`src/ddc_pkg.sv`:
```
// package for the direct command dispatcher: codes, register map, action indices
package ddc_pkg;
  // command codes
  localparam logic [7:0] CMD_SET_DEF0 = 8'hC0;
  localparam logic [7:0] CMD_SET_DEF1 = 8'hC1;
  localparam logic [7:0] CMD_STOP0 = 8'hC2;
  localparam logic [7:0] CMD_STOP1 = 8'hC3;
  localparam logic [7:0] CMD_TX_CRC = 8'hC4;
  localparam logic [7:0] CMD_TX_NOCRC = 8'hC5;
  localparam logic [7:0] CMD_TX_REQA = 8'hC6;
  localparam logic [7:0] CMD_TX_WUPA = 8'hC7;
  localparam logic [7:0] CMD_FIELD_INIT = 8'hC8;
  localparam logic [7:0] CMD_FIELD_RESP = 8'hC9;
  localparam logic [7:0] CMD_GO_SENSE = 8'hCD;
  localparam logic [7:0] CMD_GO_SLEEP = 8'hCE;
  localparam logic [7:0] CMD_MASK_RX = 8'hD0;
  localparam logic [7:0] CMD_UNMASK_RX = 8'hD1;
  localparam logic [7:0] CMD_AM_TOGGLE = 8'hD2;
  localparam logic [7:0] CMD_MEAS_AMP = 8'hD3;
  localparam logic [7:0] CMD_RX_GAIN = 8'hD5;
  localparam logic [7:0] CMD_ADJ_REG = 8'hD6;
  localparam logic [7:0] CMD_CAL_DRV = 8'hD8;
  localparam logic [7:0] CMD_MEAS_PHASE = 8'hD9;
  localparam logic [7:0] CMD_CLR_RSSI = 8'hDA;
  localparam logic [7:0] CMD_CLR_FIFO = 8'hDB;
  localparam logic [7:0] CMD_TRANSP = 8'hDC;
  localparam logic [7:0] CMD_MEAS_SUP = 8'hDF;
  localparam logic [7:0] CMD_TMR_GP = 8'hE0;
  localparam logic [7:0] CMD_TMR_WAKE = 8'hE1;
  localparam logic [7:0] CMD_TMR_MASK = 8'hE2;
  localparam logic [7:0] CMD_TMR_NRSP = 8'hE3;
  localparam logic [7:0] CMD_TMR_PON2 = 8'hE4;
  localparam logic [7:0] CMD_TMR_NRSTOP = 8'hE8;
  localparam logic [7:0] CMD_RC_CAL = 8'hEA;
  localparam logic [7:0] CMD_SPACE_B = 8'hFB;
  localparam logic [7:0] CMD_TEST_ACC = 8'hFC;
  // byte addresses of the wishbone registers
  localparam logic [3:0] ADDR_CMD = 4'h0;
  localparam logic [3:0] ADDR_OPCTL = 4'h4;
  localparam logic [3:0] ADDR_STAT = 4'h8;
  localparam logic [3:0] ADDR_DONE = 4'hC;
  // operation-control field positions
  localparam int OP_EN = 0;
  localparam int OP_TX_EN = 1;
  localparam int OP_RX_EN = 2;
  localparam int OP_WU = 3;
  localparam logic [3:0] OPCTL_RST = 4'h0;
  // status field positions
  localparam int ST_BUSY = 0;
  localparam int ST_IRQ = 1;
  localparam int ST_CHAIN = 2;
  localparam int ST_REJ = 3;
  localparam int ST_AM = 4;
  localparam int ST_RXMASK = 5;
  localparam int ST_SPACEB = 6;
  localparam int ST_TEST = 7;
  localparam int ST_TRANSP = 8;
  localparam int ST_TMPOSC = 9;
  localparam int ST_PTSLEEP = 10;
  localparam int ST_W = 11;
  // action strobe indices
  localparam int NACT = 33;
  localparam int A_DEF = 0;
  localparam int A_STOP = 1;
  localparam int A_TXCRC = 2;
  localparam int A_TXNOCRC = 3;
  localparam int A_REQA = 4;
  localparam int A_WUPA = 5;
  localparam int A_FINIT = 6;
  localparam int A_FRESP = 7;
  localparam int A_SENSE = 8;
  localparam int A_SLEEP = 9;
  localparam int A_MASK = 10;
  localparam int A_UNMASK = 11;
  localparam int A_AM = 12;
  localparam int A_MAMP = 13;
  localparam int A_RXGAIN = 14;
  localparam int A_ADJREG = 15;
  localparam int A_CALDRV = 16;
  localparam int A_MPHASE = 17;
  localparam int A_RSSI = 18;
  localparam int A_CLRFIFO = 19;
  localparam int A_TRANSP = 20;
  localparam int A_MSUP = 21;
  localparam int A_TGP = 22;
  localparam int A_TWAKE = 23;
  localparam int A_TMASK = 24;
  localparam int A_TNRSP = 25;
  localparam int A_TPON2 = 26;
  localparam int A_TNRSTOP = 27;
  localparam int A_RCCAL = 28;
  localparam int A_SPACEB = 29;
  localparam int A_TEST = 30;
  localparam int A_SPARE0 = 31;
  localparam int A_SPARE1 = 32;
endpackage : ddc_pkg

```
`src/ddc_decode_if.sv`:
```
// interface carrying a decoded command between dispatcher and decoder
`timescale 1ns/1ps
interface ddc_decode_if;
  logic [7:0] code; // command byte under decode
  logic [3:0] opctl; // operation-control bits
  logic pwr_down; // device is in power-down (oscillator off)
  logic known; // code is in the command list
  logic allowed; // enable bits permit the command
  logic chain; // command allows chaining
  logic irq_end; // command raises an interrupt on completion
  logic long_run; // command runs until an external done
  logic [ddc_pkg::NACT-1:0] act; // one-hot action select
  modport disp (output code, output opctl, output pwr_down,
    input known, input allowed, input chain, input irq_end, input long_run, input act);
  modport dec (input code, input opctl, input pwr_down,
    output known, output allowed, output chain, output irq_end, output long_run, output act);
endinterface : ddc_decode_if

```
`src/ddc_decoder.sv`:
```
// combinational lookup of command attributes and enable-bit acceptance
`timescale 1ns/1ps
module ddc_decoder (
  // decode port
  ddc_decode_if.dec d
);
  // table lookup; every path assigns every output
  always_comb begin
    logic en;
    logic tx;
    logic rx;
    logic wu;
    en = d.opctl[ddc_pkg::OP_EN];
    tx = d.opctl[ddc_pkg::OP_TX_EN];
    rx = d.opctl[ddc_pkg::OP_RX_EN];
    wu = d.opctl[ddc_pkg::OP_WU];
    d.known = 1'b1;
    d.allowed = en; // most commands need only the oscillator enable [RULE21]
    d.chain = 1'b0;
    d.irq_end = 1'b0;
    d.long_run = 1'b0;
    d.act = '0;
    case (d.code)
      ddc_pkg::CMD_SET_DEF0, ddc_pkg::CMD_SET_DEF1: begin
        d.allowed = 1'b1; // [RULE22]
        d.act[ddc_pkg::A_DEF] = 1'b1;
      end
      ddc_pkg::CMD_STOP0, ddc_pkg::CMD_STOP1: begin
        d.chain = 1'b1; // [RULE1]
        d.act[ddc_pkg::A_STOP] = 1'b1;
      end
      ddc_pkg::CMD_TX_CRC: begin
        d.chain = 1'b1; // [RULE2]
        d.act[ddc_pkg::A_TXCRC] = 1'b1;
      end
      ddc_pkg::CMD_TX_NOCRC: begin
        d.chain = 1'b1; // [RULE3]
        d.act[ddc_pkg::A_TXNOCRC] = 1'b1;
      end
      ddc_pkg::CMD_TX_REQA, ddc_pkg::CMD_TX_WUPA: begin
        d.chain = 1'b1;
        d.allowed = en & tx; // [RULE4]
        d.act[ddc_pkg::A_REQA] = (d.code == ddc_pkg::CMD_TX_REQA);
        d.act[ddc_pkg::A_WUPA] = (d.code == ddc_pkg::CMD_TX_WUPA);
      end
      ddc_pkg::CMD_FIELD_INIT, ddc_pkg::CMD_FIELD_RESP: begin
        d.chain = 1'b1; // [RULE5] [RULE6]
        d.irq_end = 1'b1;
        d.long_run = 1'b1;
        d.act[ddc_pkg::A_FINIT] = (d.code == ddc_pkg::CMD_FIELD_INIT);
        d.act[ddc_pkg::A_FRESP] = (d.code == ddc_pkg::CMD_FIELD_RESP);
      end
      ddc_pkg::CMD_GO_SENSE, ddc_pkg::CMD_GO_SLEEP: begin
        d.chain = 1'b1;
        d.allowed = en & rx; // [RULE7]
        d.act[ddc_pkg::A_SENSE] = (d.code == ddc_pkg::CMD_GO_SENSE);
        d.act[ddc_pkg::A_SLEEP] = (d.code == ddc_pkg::CMD_GO_SLEEP);
      end
      ddc_pkg::CMD_MASK_RX, ddc_pkg::CMD_UNMASK_RX: begin
        d.chain = 1'b1;
        d.allowed = 1'b1; // [RULE8]
        d.act[ddc_pkg::A_MASK] = (d.code == ddc_pkg::CMD_MASK_RX);
        d.act[ddc_pkg::A_UNMASK] = (d.code == ddc_pkg::CMD_UNMASK_RX);
      end
      ddc_pkg::CMD_AM_TOGGLE: begin
        d.chain = 1'b1;
        d.allowed = en & tx; // [RULE9]
        d.act[ddc_pkg::A_AM] = 1'b1;
      end
      ddc_pkg::CMD_MEAS_AMP, ddc_pkg::CMD_MEAS_PHASE: begin
        d.allowed = 1'b1; // also from power-down [RULE12]
        d.irq_end = 1'b1; // [RULE10] [RULE11]
        d.long_run = 1'b1;
        d.act[ddc_pkg::A_MAMP] = (d.code == ddc_pkg::CMD_MEAS_AMP);
        d.act[ddc_pkg::A_MPHASE] = (d.code == ddc_pkg::CMD_MEAS_PHASE);
      end
      ddc_pkg::CMD_RX_GAIN: d.act[ddc_pkg::A_RXGAIN] = 1'b1; // [RULE14]
      ddc_pkg::CMD_ADJ_REG, ddc_pkg::CMD_MEAS_SUP, ddc_pkg::CMD_RC_CAL: begin
        d.irq_end = 1'b1; // [RULE15]
        d.long_run = 1'b1;
        d.act[ddc_pkg::A_ADJREG] = (d.code == ddc_pkg::CMD_ADJ_REG);
        d.act[ddc_pkg::A_MSUP] = (d.code == ddc_pkg::CMD_MEAS_SUP);
        d.act[ddc_pkg::A_RCCAL] = (d.code == ddc_pkg::CMD_RC_CAL);
      end
      ddc_pkg::CMD_CAL_DRV: d.act[ddc_pkg::A_CALDRV] = 1'b1; // [RULE16]
      ddc_pkg::CMD_CLR_RSSI: begin
        d.chain = 1'b1; // [RULE17]
        d.act[ddc_pkg::A_RSSI] = 1'b1;
      end
      ddc_pkg::CMD_CLR_FIFO: begin
        d.chain = 1'b1;
        d.act[ddc_pkg::A_CLRFIFO] = 1'b1;
      end
      ddc_pkg::CMD_TRANSP: d.act[ddc_pkg::A_TRANSP] = 1'b1; // [RULE18]
      ddc_pkg::CMD_TMR_GP, ddc_pkg::CMD_TMR_MASK, ddc_pkg::CMD_TMR_NRSP,
      ddc_pkg::CMD_TMR_PON2, ddc_pkg::CMD_TMR_NRSTOP: begin
        d.chain = 1'b1; // [RULE19]
        d.act[ddc_pkg::A_TGP] = (d.code == ddc_pkg::CMD_TMR_GP);
        d.act[ddc_pkg::A_TMASK] = (d.code == ddc_pkg::CMD_TMR_MASK);
        d.act[ddc_pkg::A_TNRSP] = (d.code == ddc_pkg::CMD_TMR_NRSP);
        d.act[ddc_pkg::A_TPON2] = (d.code == ddc_pkg::CMD_TMR_PON2);
        d.act[ddc_pkg::A_TNRSTOP] = (d.code == ddc_pkg::CMD_TMR_NRSTOP);
      end
      ddc_pkg::CMD_TMR_WAKE: begin
        d.chain = 1'b1;
        d.allowed = ~wu; // every mode except wake-up [RULE19]
        d.act[ddc_pkg::A_TWAKE] = 1'b1;
      end
      ddc_pkg::CMD_SPACE_B, ddc_pkg::CMD_TEST_ACC: begin
        d.chain = 1'b1;
        d.allowed = 1'b1; // [RULE20]
        d.act[ddc_pkg::A_SPACEB] = (d.code == ddc_pkg::CMD_SPACE_B);
        d.act[ddc_pkg::A_TEST] = (d.code == ddc_pkg::CMD_TEST_ACC);
      end
      default: begin
        d.known = 1'b0; // unassigned codes do nothing [RULE25]
        d.allowed = 1'b0;
      end
    endcase
  end
endmodule : ddc_decoder

```
`src/ddc_dispatcher.sv`:
```
// direct command dispatcher: wishbone registers, acceptance, action strobes
// Overview of operation
// [RULE1] C2/C3 stop everything; chainable, no interrupt
// [RULE2] C4 transmits with automatic CRC
// [RULE3] C5 transmits without automatic CRC
// [RULE4] C6/C7 send REQA/WUPA; need en, tx_en
// [RULE5] C8 initial collision avoidance, field on, interrupt
// [RULE6] C9 response collision avoidance, field on, interrupt
// [RULE7] CD sense, CE sleep; need en, rx_en
// [RULE8] D0 masks, D1 unmasks receivers; any mode
// [RULE9] D2 toggles AM state; need en, tx_en
// [RULE10] D3 measures amplitude, interrupt, no chaining
// [RULE11] D9 measures phase, interrupt, no chaining
// [RULE12] measurements accepted also from power-down
// [RULE13] power-down measurement enables oscillator temporarily
// [RULE14] D5 reloads receiver gain, no interrupt
// [RULE15] D6, DF, EA interrupt on completion
// [RULE16] D8 starts driver timing calibration
// [RULE17] DA clears RSSI and restarts it
// [RULE18] DC enters transparent mode
// [RULE19] E0-E4 start timers, E8 stops no-response
// [RULE20] FB space-B access, FC test access
// [RULE21] acceptance follows the listed enable bits
// [RULE22] C0/C1 restore power-up state, no interrupt
// [RULE23] host may chain after chainable command
// [RULE24] host waits for interrupt on long commands
// [RULE25] unassigned codes are ignored entirely
// [RULE26] rejected commands start nothing, no interrupt
`timescale 1ns/1ps
module ddc_dispatcher (
  // clock and reset
  input wire logic clk_i,
  input wire logic rst_i,
  // wishbone slave
  input wire logic cyc_i,
  input wire logic stb_i,
  input wire logic we_i,
  input wire logic [3:0] adr_i,
  input wire logic [3:0] sel_i,
  input wire logic [31:0] dat_i,
  output logic [31:0] dat_o,
  output logic ack_o,
  // device state
  input wire logic pwr_down_i,
  input wire logic meas_done_i,
  // action strobes one cycle each, chaining and oscillator-enable levels, one-cycle completion pulse
  output logic [ddc_pkg::NACT-1:0] act_o,
  output logic chain_ok_o,
  output logic osc_tmp_en_o,
  output logic irq_done_o
);
  //////////////////////////////////////////////////////////////////////////////
  // command state machine
  typedef enum logic [2:0] {
    DDC_IDLE = 3'b001, // ready for a command
    DDC_RUN = 3'b010, // long command in progress
    DDC_END = 3'b100 // completion pulse
  } ddc_state_e;

  ddc_state_e state; // current state
  ddc_state_e next_state; // next state
  logic [3:0] opctl; // operation-control register
  logic [7:0] last_code; // last accepted code
  logic busy_irq; // running command raises interrupt at end
  logic meas_run; // running command is a measurement
  logic busy_tmp; // oscillator temporarily enabled
  logic rejected; // sticky: last command failed acceptance
  logic am_state; // current AM modulation state
  logic rx_masked; // receivers masked
  logic space_b; // space-B access active
  logic test_acc; // test access active
  logic transp; // transparent mode
  logic pt_sleep; // passive target in sleep
  logic chain_last; // last accepted command was chainable
  logic [31:0] done_cnt; // count of completed interrupting commands
  logic wb_req; // valid bus cycle, not yet answered
  logic cmd_wr; // write to the command register
  logic take; // command is accepted this cycle

  ddc_decode_if dif ();

  // decoder sees the incoming byte directly so acceptance is one cycle
  assign dif.code = dat_i[7:0];
  assign dif.opctl = opctl;
  assign dif.pwr_down = pwr_down_i;

  ddc_decoder u_dec (
    .d(dif)
  );

  assign wb_req = cyc_i & stb_i & ~ack_o;
  assign cmd_wr = wb_req & we_i & sel_i[0] & (adr_i == ddc_pkg::ADDR_CMD);
  // a long command blocks new ones; set-default and stop get through to abort it
  assign take = cmd_wr & dif.known & dif.allowed
    & ((state == DDC_IDLE) | dif.act[ddc_pkg::A_DEF] | dif.act[ddc_pkg::A_STOP]); // [RULE21] [RULE26]

  //////////////////////////////////////////////////////////////////////////////
  // wishbone acknowledge: one cycle after the request, every address
  always_ff @(posedge clk_i) begin
    if (rst_i) begin
      ack_o <= 1'b0;
    end else begin
      ack_o <= wb_req;
    end
  end

  // read mux; unmapped addresses read zero
  always_ff @(posedge clk_i) begin
    if (rst_i) begin
      dat_o <= '0;
    end else if (wb_req & ~we_i) begin
      if (adr_i == ddc_pkg::ADDR_CMD) begin
        dat_o <= {24'h000000, last_code};
      end else if (adr_i == ddc_pkg::ADDR_OPCTL) begin
        dat_o <= {28'h0000000, opctl};
      end else if (adr_i == ddc_pkg::ADDR_STAT) begin
        dat_o <= {21'h000000, pt_sleep, busy_tmp, transp, test_acc, space_b, rx_masked,
          am_state, rejected, chain_last, busy_irq, (state != DDC_IDLE)};
      end else if (adr_i == ddc_pkg::ADDR_DONE) begin
        dat_o <= done_cnt;
      end else begin
        dat_o <= '0;
      end
    end
  end

  //////////////////////////////////////////////////////////////////////////////
  // operation-control register; set-default clears it
  always_ff @(posedge clk_i) begin
    if (rst_i) begin
      opctl <= ddc_pkg::OPCTL_RST;
    end else if (take & dif.act[ddc_pkg::A_DEF]) begin
      opctl <= ddc_pkg::OPCTL_RST; // [RULE22]
    end else if (wb_req & we_i & sel_i[0] & (adr_i == ddc_pkg::ADDR_OPCTL)) begin
      opctl <= dat_i[3:0];
    end
  end

  //////////////////////////////////////////////////////////////////////////////
  // state machine for long-running commands
  always_comb begin
    next_state = state;
    case (state)
      DDC_IDLE: begin
        if (take & dif.long_run) begin
          next_state = DDC_RUN;
        end
      end
      DDC_RUN: begin
        if (take & (dif.act[ddc_pkg::A_DEF] | dif.act[ddc_pkg::A_STOP])) begin
          next_state = DDC_IDLE; // aborted, no completion interrupt
        end else if (meas_done_i) begin
          next_state = DDC_END;
        end
      end
      DDC_END: next_state = DDC_IDLE;
      default: next_state = DDC_IDLE;
    endcase
  end

  always_ff @(posedge clk_i) begin
    if (rst_i) begin
      state <= DDC_IDLE;
    end else begin
      state <= next_state;
    end
  end

  // remember interrupt and measurement attributes of the running command
  always_ff @(posedge clk_i) begin
    if (rst_i) begin
      busy_irq <= 1'b0;
      meas_run <= 1'b0;
    end else if (take & dif.long_run & (state == DDC_IDLE)) begin
      busy_irq <= dif.irq_end;
      meas_run <= dif.act[ddc_pkg::A_MAMP] | dif.act[ddc_pkg::A_MPHASE];
    end else if (next_state == DDC_IDLE) begin
      busy_irq <= 1'b0;
      meas_run <= 1'b0;
    end
  end

  // temporary oscillator enable for power-down measurements
  always_ff @(posedge clk_i) begin
    if (rst_i) begin
      busy_tmp <= 1'b0;
    end else if (take & pwr_down_i & (state == DDC_IDLE)
        & (dif.act[ddc_pkg::A_MAMP] | dif.act[ddc_pkg::A_MPHASE])) begin
      busy_tmp <= 1'b1; // [RULE13]
    end else if (next_state != DDC_RUN) begin
      busy_tmp <= 1'b0;
    end
  end
  assign osc_tmp_en_o = busy_tmp;

  // completion interrupt pulse; never for aborted or rejected commands
  always_ff @(posedge clk_i) begin
    if (rst_i) begin
      irq_done_o <= 1'b0;
    end else begin
      irq_done_o <= (state == DDC_RUN) & (next_state == DDC_END) & busy_irq; // [RULE5] [RULE10]
    end
  end

  // count of completion interrupts for software
  always_ff @(posedge clk_i) begin
    if (rst_i) begin
      done_cnt <= '0;
    end else if (take & dif.act[ddc_pkg::A_DEF]) begin
      done_cnt <= '0;
    end else if (irq_done_o) begin
      done_cnt <= done_cnt + 32'h00000001;
    end
  end

  //////////////////////////////////////////////////////////////////////////////
  // action strobes, one cycle per accepted command
  always_ff @(posedge clk_i) begin
    if (rst_i) begin
      act_o <= '0;
    end else begin
      act_o <= take ? dif.act : '0; // [RULE25] [RULE26]
    end
  end

  // chaining allowance of the last accepted command
  always_ff @(posedge clk_i) begin
    if (rst_i) begin
      chain_last <= 1'b0;
    end else if (take) begin
      chain_last <= dif.chain; // [RULE23]
    end
  end
  assign chain_ok_o = chain_last;

  // sticky reject flag; cleared by the next accepted command
  always_ff @(posedge clk_i) begin
    if (rst_i) begin
      rejected <= 1'b0;
    end else if (cmd_wr & dif.known & ~take) begin
      rejected <= 1'b1; // [RULE26]
    end else if (take) begin
      rejected <= 1'b0;
    end
  end

  // last accepted code
  always_ff @(posedge clk_i) begin
    if (rst_i) begin
      last_code <= '0;
    end else if (take) begin
      last_code <= dat_i[7:0];
    end
  end

  //////////////////////////////////////////////////////////////////////////////
  // mode flags kept by the dispatcher itself
  always_ff @(posedge clk_i) begin
    if (rst_i | (take & dif.act[ddc_pkg::A_DEF])) begin
      am_state <= 1'b0; // [RULE22]
      rx_masked <= 1'b0;
      space_b <= 1'b0;
      test_acc <= 1'b0;
      transp <= 1'b0;
      pt_sleep <= 1'b0;
    end else if (take) begin
      if (dif.act[ddc_pkg::A_AM]) begin
        am_state <= ~am_state; // [RULE9]
      end
      if (dif.act[ddc_pkg::A_MASK]) begin
        rx_masked <= 1'b1; // [RULE8]
      end else if (dif.act[ddc_pkg::A_UNMASK] | dif.act[ddc_pkg::A_STOP]) begin
        rx_masked <= 1'b0;
      end
      if (dif.act[ddc_pkg::A_SPACEB]) begin
        space_b <= 1'b1; // [RULE20]
      end
      if (dif.act[ddc_pkg::A_TEST]) begin
        test_acc <= 1'b1;
      end
      if (dif.act[ddc_pkg::A_TRANSP]) begin
        transp <= 1'b1; // [RULE18]
      end
      if (dif.act[ddc_pkg::A_SLEEP]) begin
        pt_sleep <= 1'b1; // [RULE7]
      end else if (dif.act[ddc_pkg::A_SENSE]) begin
        pt_sleep <= 1'b0;
      end
    end
  end

  //////////////////////////////////////////////////////////////////////////////
  // checks
  a_reject_no_act: assert property (@(posedge clk_i) disable iff (rst_i)
    cmd_wr & ~(dif.known & dif.allowed) |=> act_o == '0) // [RULE26]
    else $error("rejected command produced an action");
  a_unknown_ignored: assert property (@(posedge clk_i) disable iff (rst_i)
    cmd_wr & ~dif.known |=> $stable(opctl) && $stable(last_code)) // [RULE25]
    else $error("unassigned code changed state");
  a_reqa_needs_tx: assert property (@(posedge clk_i) disable iff (rst_i)
    act_o[ddc_pkg::A_REQA] |-> $past(opctl[ddc_pkg::OP_TX_EN]) && $past(opctl[ddc_pkg::OP_EN]))
    // [RULE4]
    else $error("REQA sent without tx enable");
  a_sense_needs_rx: assert property (@(posedge clk_i) disable iff (rst_i)
    act_o[ddc_pkg::A_SENSE] |-> $past(opctl[ddc_pkg::OP_RX_EN])) // [RULE7]
    else $error("sense state without rx enable");
  a_stop_no_irq: assert property (@(posedge clk_i) disable iff (rst_i)
    act_o[ddc_pkg::A_STOP] |-> !irq_done_o && state == DDC_IDLE) // [RULE1]
    else $error("stop raised completion interrupt");
  a_meas_irq: assert property (@(posedge clk_i) disable iff (rst_i)
    (state == DDC_RUN) && meas_run && meas_done_i && !take |=> irq_done_o) // [RULE10]
    else $error("measurement completed without interrupt");
  a_tmp_osc: assert property (@(posedge clk_i) disable iff (rst_i)
    take && pwr_down_i && (state == DDC_IDLE) && dif.act[ddc_pkg::A_MPHASE]
    |=> osc_tmp_en_o && state == DDC_RUN) // [RULE13]
    else $error("oscillator not enabled for power-down measurement");
  a_am_toggle: assert property (@(posedge clk_i) disable iff (rst_i)
    act_o[ddc_pkg::A_AM] |-> am_state != $past(am_state)) // [RULE9]
    else $error("AM state did not toggle");
  a_default_clear: assert property (@(posedge clk_i) disable iff (rst_i)
    act_o[ddc_pkg::A_DEF] |-> opctl == ddc_pkg::OPCTL_RST && !irq_done_o) // [RULE22]
    else $error("set default did not restore state");
  a_wake_excl: assert property (@(posedge clk_i) disable iff (rst_i)
    act_o[ddc_pkg::A_TWAKE] |-> !$past(opctl[ddc_pkg::OP_WU])) // [RULE19]
    else $error("wake-up timer started in wake-up mode");
endmodule : ddc_dispatcher

```
`config.mk`:
```
export PLATFORM = sky130hd
export DESIGN_NAME = ddc_dispatcher
export DESIGN_NICKNAME = d
export VERILOG_FILES = /design/src/ddc_pkg.sv /design/src/ddc_decode_if.sv /design/src/ddc_decoder.sv /design/src/ddc_dispatcher.sv
export SDC_FILE = /design/constraint.sdc
export NUM_CORES = 1
export LEC_CHECK = 0
export BUFFER_PORTS_ARGS = -buffer_cell sky130_fd_sc_hd__buf_2
export CELL_PAD_IN_SITES_DETAIL_PLACEMENT = 1
export CELL_PAD_IN_SITES_GLOBAL_PLACEMENT = 1
export CORE_MARGIN = 5
export CORE_UTILIZATION = 30
export DETAILED_ROUTE_END_ITERATION = 10
export PLACE_DENSITY = 0.75
export SLEW_MARGIN = 5
export SYNTH_ARGS = -nofsm -noshare
export SYNTH_HDL_FRONTEND = slang
export SYNTH_HIERARCHICAL = 1
export SYNTH_SLANG_ARGS = --single-unit
```
`constraint.sdc`:
```
create_clock -name clk_i -period 2.3 [get_ports clk_i]
set_input_delay 0 -clock clk_i [delete_from_list [all_inputs] [get_ports clk_i]]
set_output_delay 0 -clock clk_i [all_outputs]
set_load 0.01 [all_outputs]
```
==> summary.txt <==
CTS
  • CTS Buf Count: 17
  • CTS Buffer Depth: 2
  • CTS Sinks: 124
  • H-tree levels: 4
  • CTS clk-pin slew, worst paths: 0.06 ns
  • Clk_lat worst skew: 0.42 ns
  • CTS tree: built
  • Clk Tree Root Cell: clkbuf_16

Pwr
  • Pwr/cell area: 686 mW/mm^2
  • Leakage: 2.87 nW
  • Worst IR Drop VDD: 482 uV

Synth
  • Yosys reg bits: 124
  • Post-synthesis cell count: 657
  • Post-synthesis sequential area ratio: between 40 and 50%
  • Post-Synth Simple-Gate Area: a little under 30%
  • Top FF cell, synth: dfxtp_1
  • Library cells used by synthesis: 60
  • Yosys Warn Count: 6
  • Compound-Gate Fraction of Synth Area: 13.4%
  • Mux cell area share after synthesis: 5.74%
  • Syn Area/Cell: 8.55 sq um
  • Mapped Area: 0.00562 sq mm
  • Post-synthesis xor/xnor area fraction: 2.03%
  • Largest family of logic cells by synthesized area: simple AND/OR/NAND/NOR gates
  • Post-Synth Adder-Cell Area: less than 1%
  • Async SR Flop Fraction: 0%
  • Number of synthesized flops with an enable pin: 0

Global route
  • First-pass GRT wire length: about 29000 um
  • Largest net degree at the start of global routing: 48
  • Total gr overflow: 0
  • Number of global-route vias before repair: between 5000 and 6000
  • GR Util All Layers: 16.4%
  • Initial antenna violation count: 0

STA
  • Worst hold slack: around 0.0095 ns
  • Worst-margin pin slew: 0.799 ns
  • Fmax: 470 MHz
  • Final setup violation count: 0
  • PnR worst setup slack: 0.171 ns
  • Final Slew Violations: 0
  • Final hold vios: 0
  • Min Clock Period, post-route: 2.13 ns
  • Worst slew margin: 46.6%
  • Final Cycle Share: 92.6%
  • Clk_skew: about 0.0084 ns
  • RSZ-0062 raised after global routing: yes

Cells and area
  • Commonest non-fill, non-tap cells in the layout: 124 x dfxtp_1, 88 x buf_2, 75 x nor2_1
  • Nets: approximately 840
  • Proportion of layout cells with a drive suffix above 1: 26.3%
  • Area grow syn2layout: 30.2%
  • Inserted Diodes: 0
  • Commonest non-fill, non-tap cell in the layout: dfxtp_1
  • Final instance area: 0.00732 sq mm

Drt
  • Initial DRT Pass Iterations: 4
  • Via Count: 5321
  • Drt first-iter violations: about 360
  • WL/cell: 17.0 um
  • Routed WL: approximately 18000 um
  • Via/cell ratio: 5.14
  • DRC viols: 0
  • Antenna viol nets, final: 0

Setup path
  • Critical path class: reg -> reg
  • Crit path DAT: 2.48 ns
  • Nature of the critical path endpoint: flop
  • Crit start category: flop
  • Maximum fanout along the worst path: 8
  • Req. time, crit path: between 2 and 3 ns

Die
  • Starting Density: 30.2%
  • Overall die height: 147 um
  • Die area: 0.0216 sq mm
  • Overall die width: 147 um
  • Row count: 50
  • Core Box Area: 0.0186 sq mm
  • # IOs: 116

Placed design
  • Final GP Congestion: roughly 0.84
  • Post-DP HPWL: 12700 um
  • Pre-CTS WS: -0.444 ns
  • Placed cell area: roughly 0.0067 sq mm
  • Input/output buffers: slightly below 90

Status
  • Status: completed

Worst hold path
  • Hold WC Path Type: in -> reg

Run
  • Max-cap violations: 0
per-layer routing:
metal | part of all wire, % | track usage [%] | vias to the layer above
met5 | 0 | 0 | -
met4 | 2.1 | 5.27 | 0
met3 | 3.6 | 4.16 | 25
met2 | 47 | 26.5 | 95
met1 | 48 | 21.6 | 2595
li1 | - | - | 2606
critical path: stages (launching register included):
cell,delay (ns)
dfxtp_1,0.47
nand4_2,0.18
or4_1,0.74
or4_1,0.53
a21oi_1,0.15
timing repair:
action	CTS	global route
pin swaps	0	2
hold buffers	3	0
hold endpoints to repair	5	0
resized for setup	1	3
endpoints found under the setup margin	29	67
buffers inserted	0	0
kinds of logic (layout without fill, tap and decap cells):
logic type	Yosys count	in the layout
AO/OA/AOI/OAI	114	114
XOR/XNOR	13	13
adder cells (fa/ha/maj)	1	1
buffers and inverters	59	202
flip-flops	124	124
multiplexers	30	30
other	1	2
AND/OR/NAND/NOR	315	315
sequential cells by signal, summed over array words and instances (netlist names), 3 cells and up:
signal     flops
act_o         33
state          3
dif.opctl      4
done_cnt      32
dat_o         32
last_code      8
cells in the mapped netlist (3+ instances only):
library cell | n | area (sq um)
o21ai_1 | 3 | 15.0
nand2_1 | 49 | 184
a221oi_1 | 3 | 26.3
a22oi_1 | 27 | 203
clkbuf_1 | 28 | 105
a21oi_1 | 28 | 140
nor4_1 | 8 | 50.1
nand2b_1 | 19 | 119
buf_4 | 3 | 22.5
inv_1 | 10 | 37.5
nor3_1 | 33 | 165
nor2_1 | 75 | 282
or3_1 | 5 | 31.3
o21ai_0 | 21 | 105
mux2_2 | 7 | 78.8
o22ai_1 | 4 | 25.0
xor2_1 | 7 | 61.3
o31ai_1 | 7 | 52.6
mux2i_1 | 21 | 210
and2_1 | 36 | 225
buf_2 | 13 | 65.1
xnor2_1 | 6 | 52.6
and4_1 | 7 | 61.3
and3_1 | 4 | 25.0
nand3_1 | 31 | 155
a22o_1 | 3 | 26.3
a31oi_1 | 5 | 31.3
nand4_1 | 17 | 106
or4_1 | 10 | 75.1
nor2b_1 | 3 | 18.8
dfxtp_1 | 124 | 2480
final timing paths:
path	start	endpoint	slack, ns	cells after the start
hold / removal	dat_i[6]	last_code[6]	0.01	4
setup / recovery	done_cnt[15]	done_cnt[28]	0.17	4
setup reg to reg	done_cnt[15]	done_cnt[28]	0.17	4
hold reg to reg	dat_o[9]	dat_o[9]	0.45	2
through the flow:
step	utilization (%)	power, mW	std cells	TNS, ns
floorplan	-	2.35	658	0
global placement	36.1	2.48	1000	-10.72
detailed placement	36.1	2.48	1000	-15.07
CTS	39.3	5.06	1035	0
global route	39.4	5.20	1035	-0.0161
finish	39.4	5.02	1035	0
final cells by class:
class                      count  area, sq um
clock inverter                14          135
multi-input combinational    475         2920
fill                        2189        11300
sequential                   124         2480
clock buffer                  18          429
inverter                      11         41.3
timing repair buffer         159         1020
tap                          234          293
power by group:
group / total, mW / switching [mW] / internal (mW) / leakage (nW)
clock network: 2.57 / 1.06 / 1.51 / 0.276
registers: 2.15 / 0.00189 / 2.15 / 0.999
logic: 0.296 / 0.181 / 0.115 / 1.59
total: 5.02 / 1.25 / 3.77 / 2.87
Power figures use the tool's default switching activity.
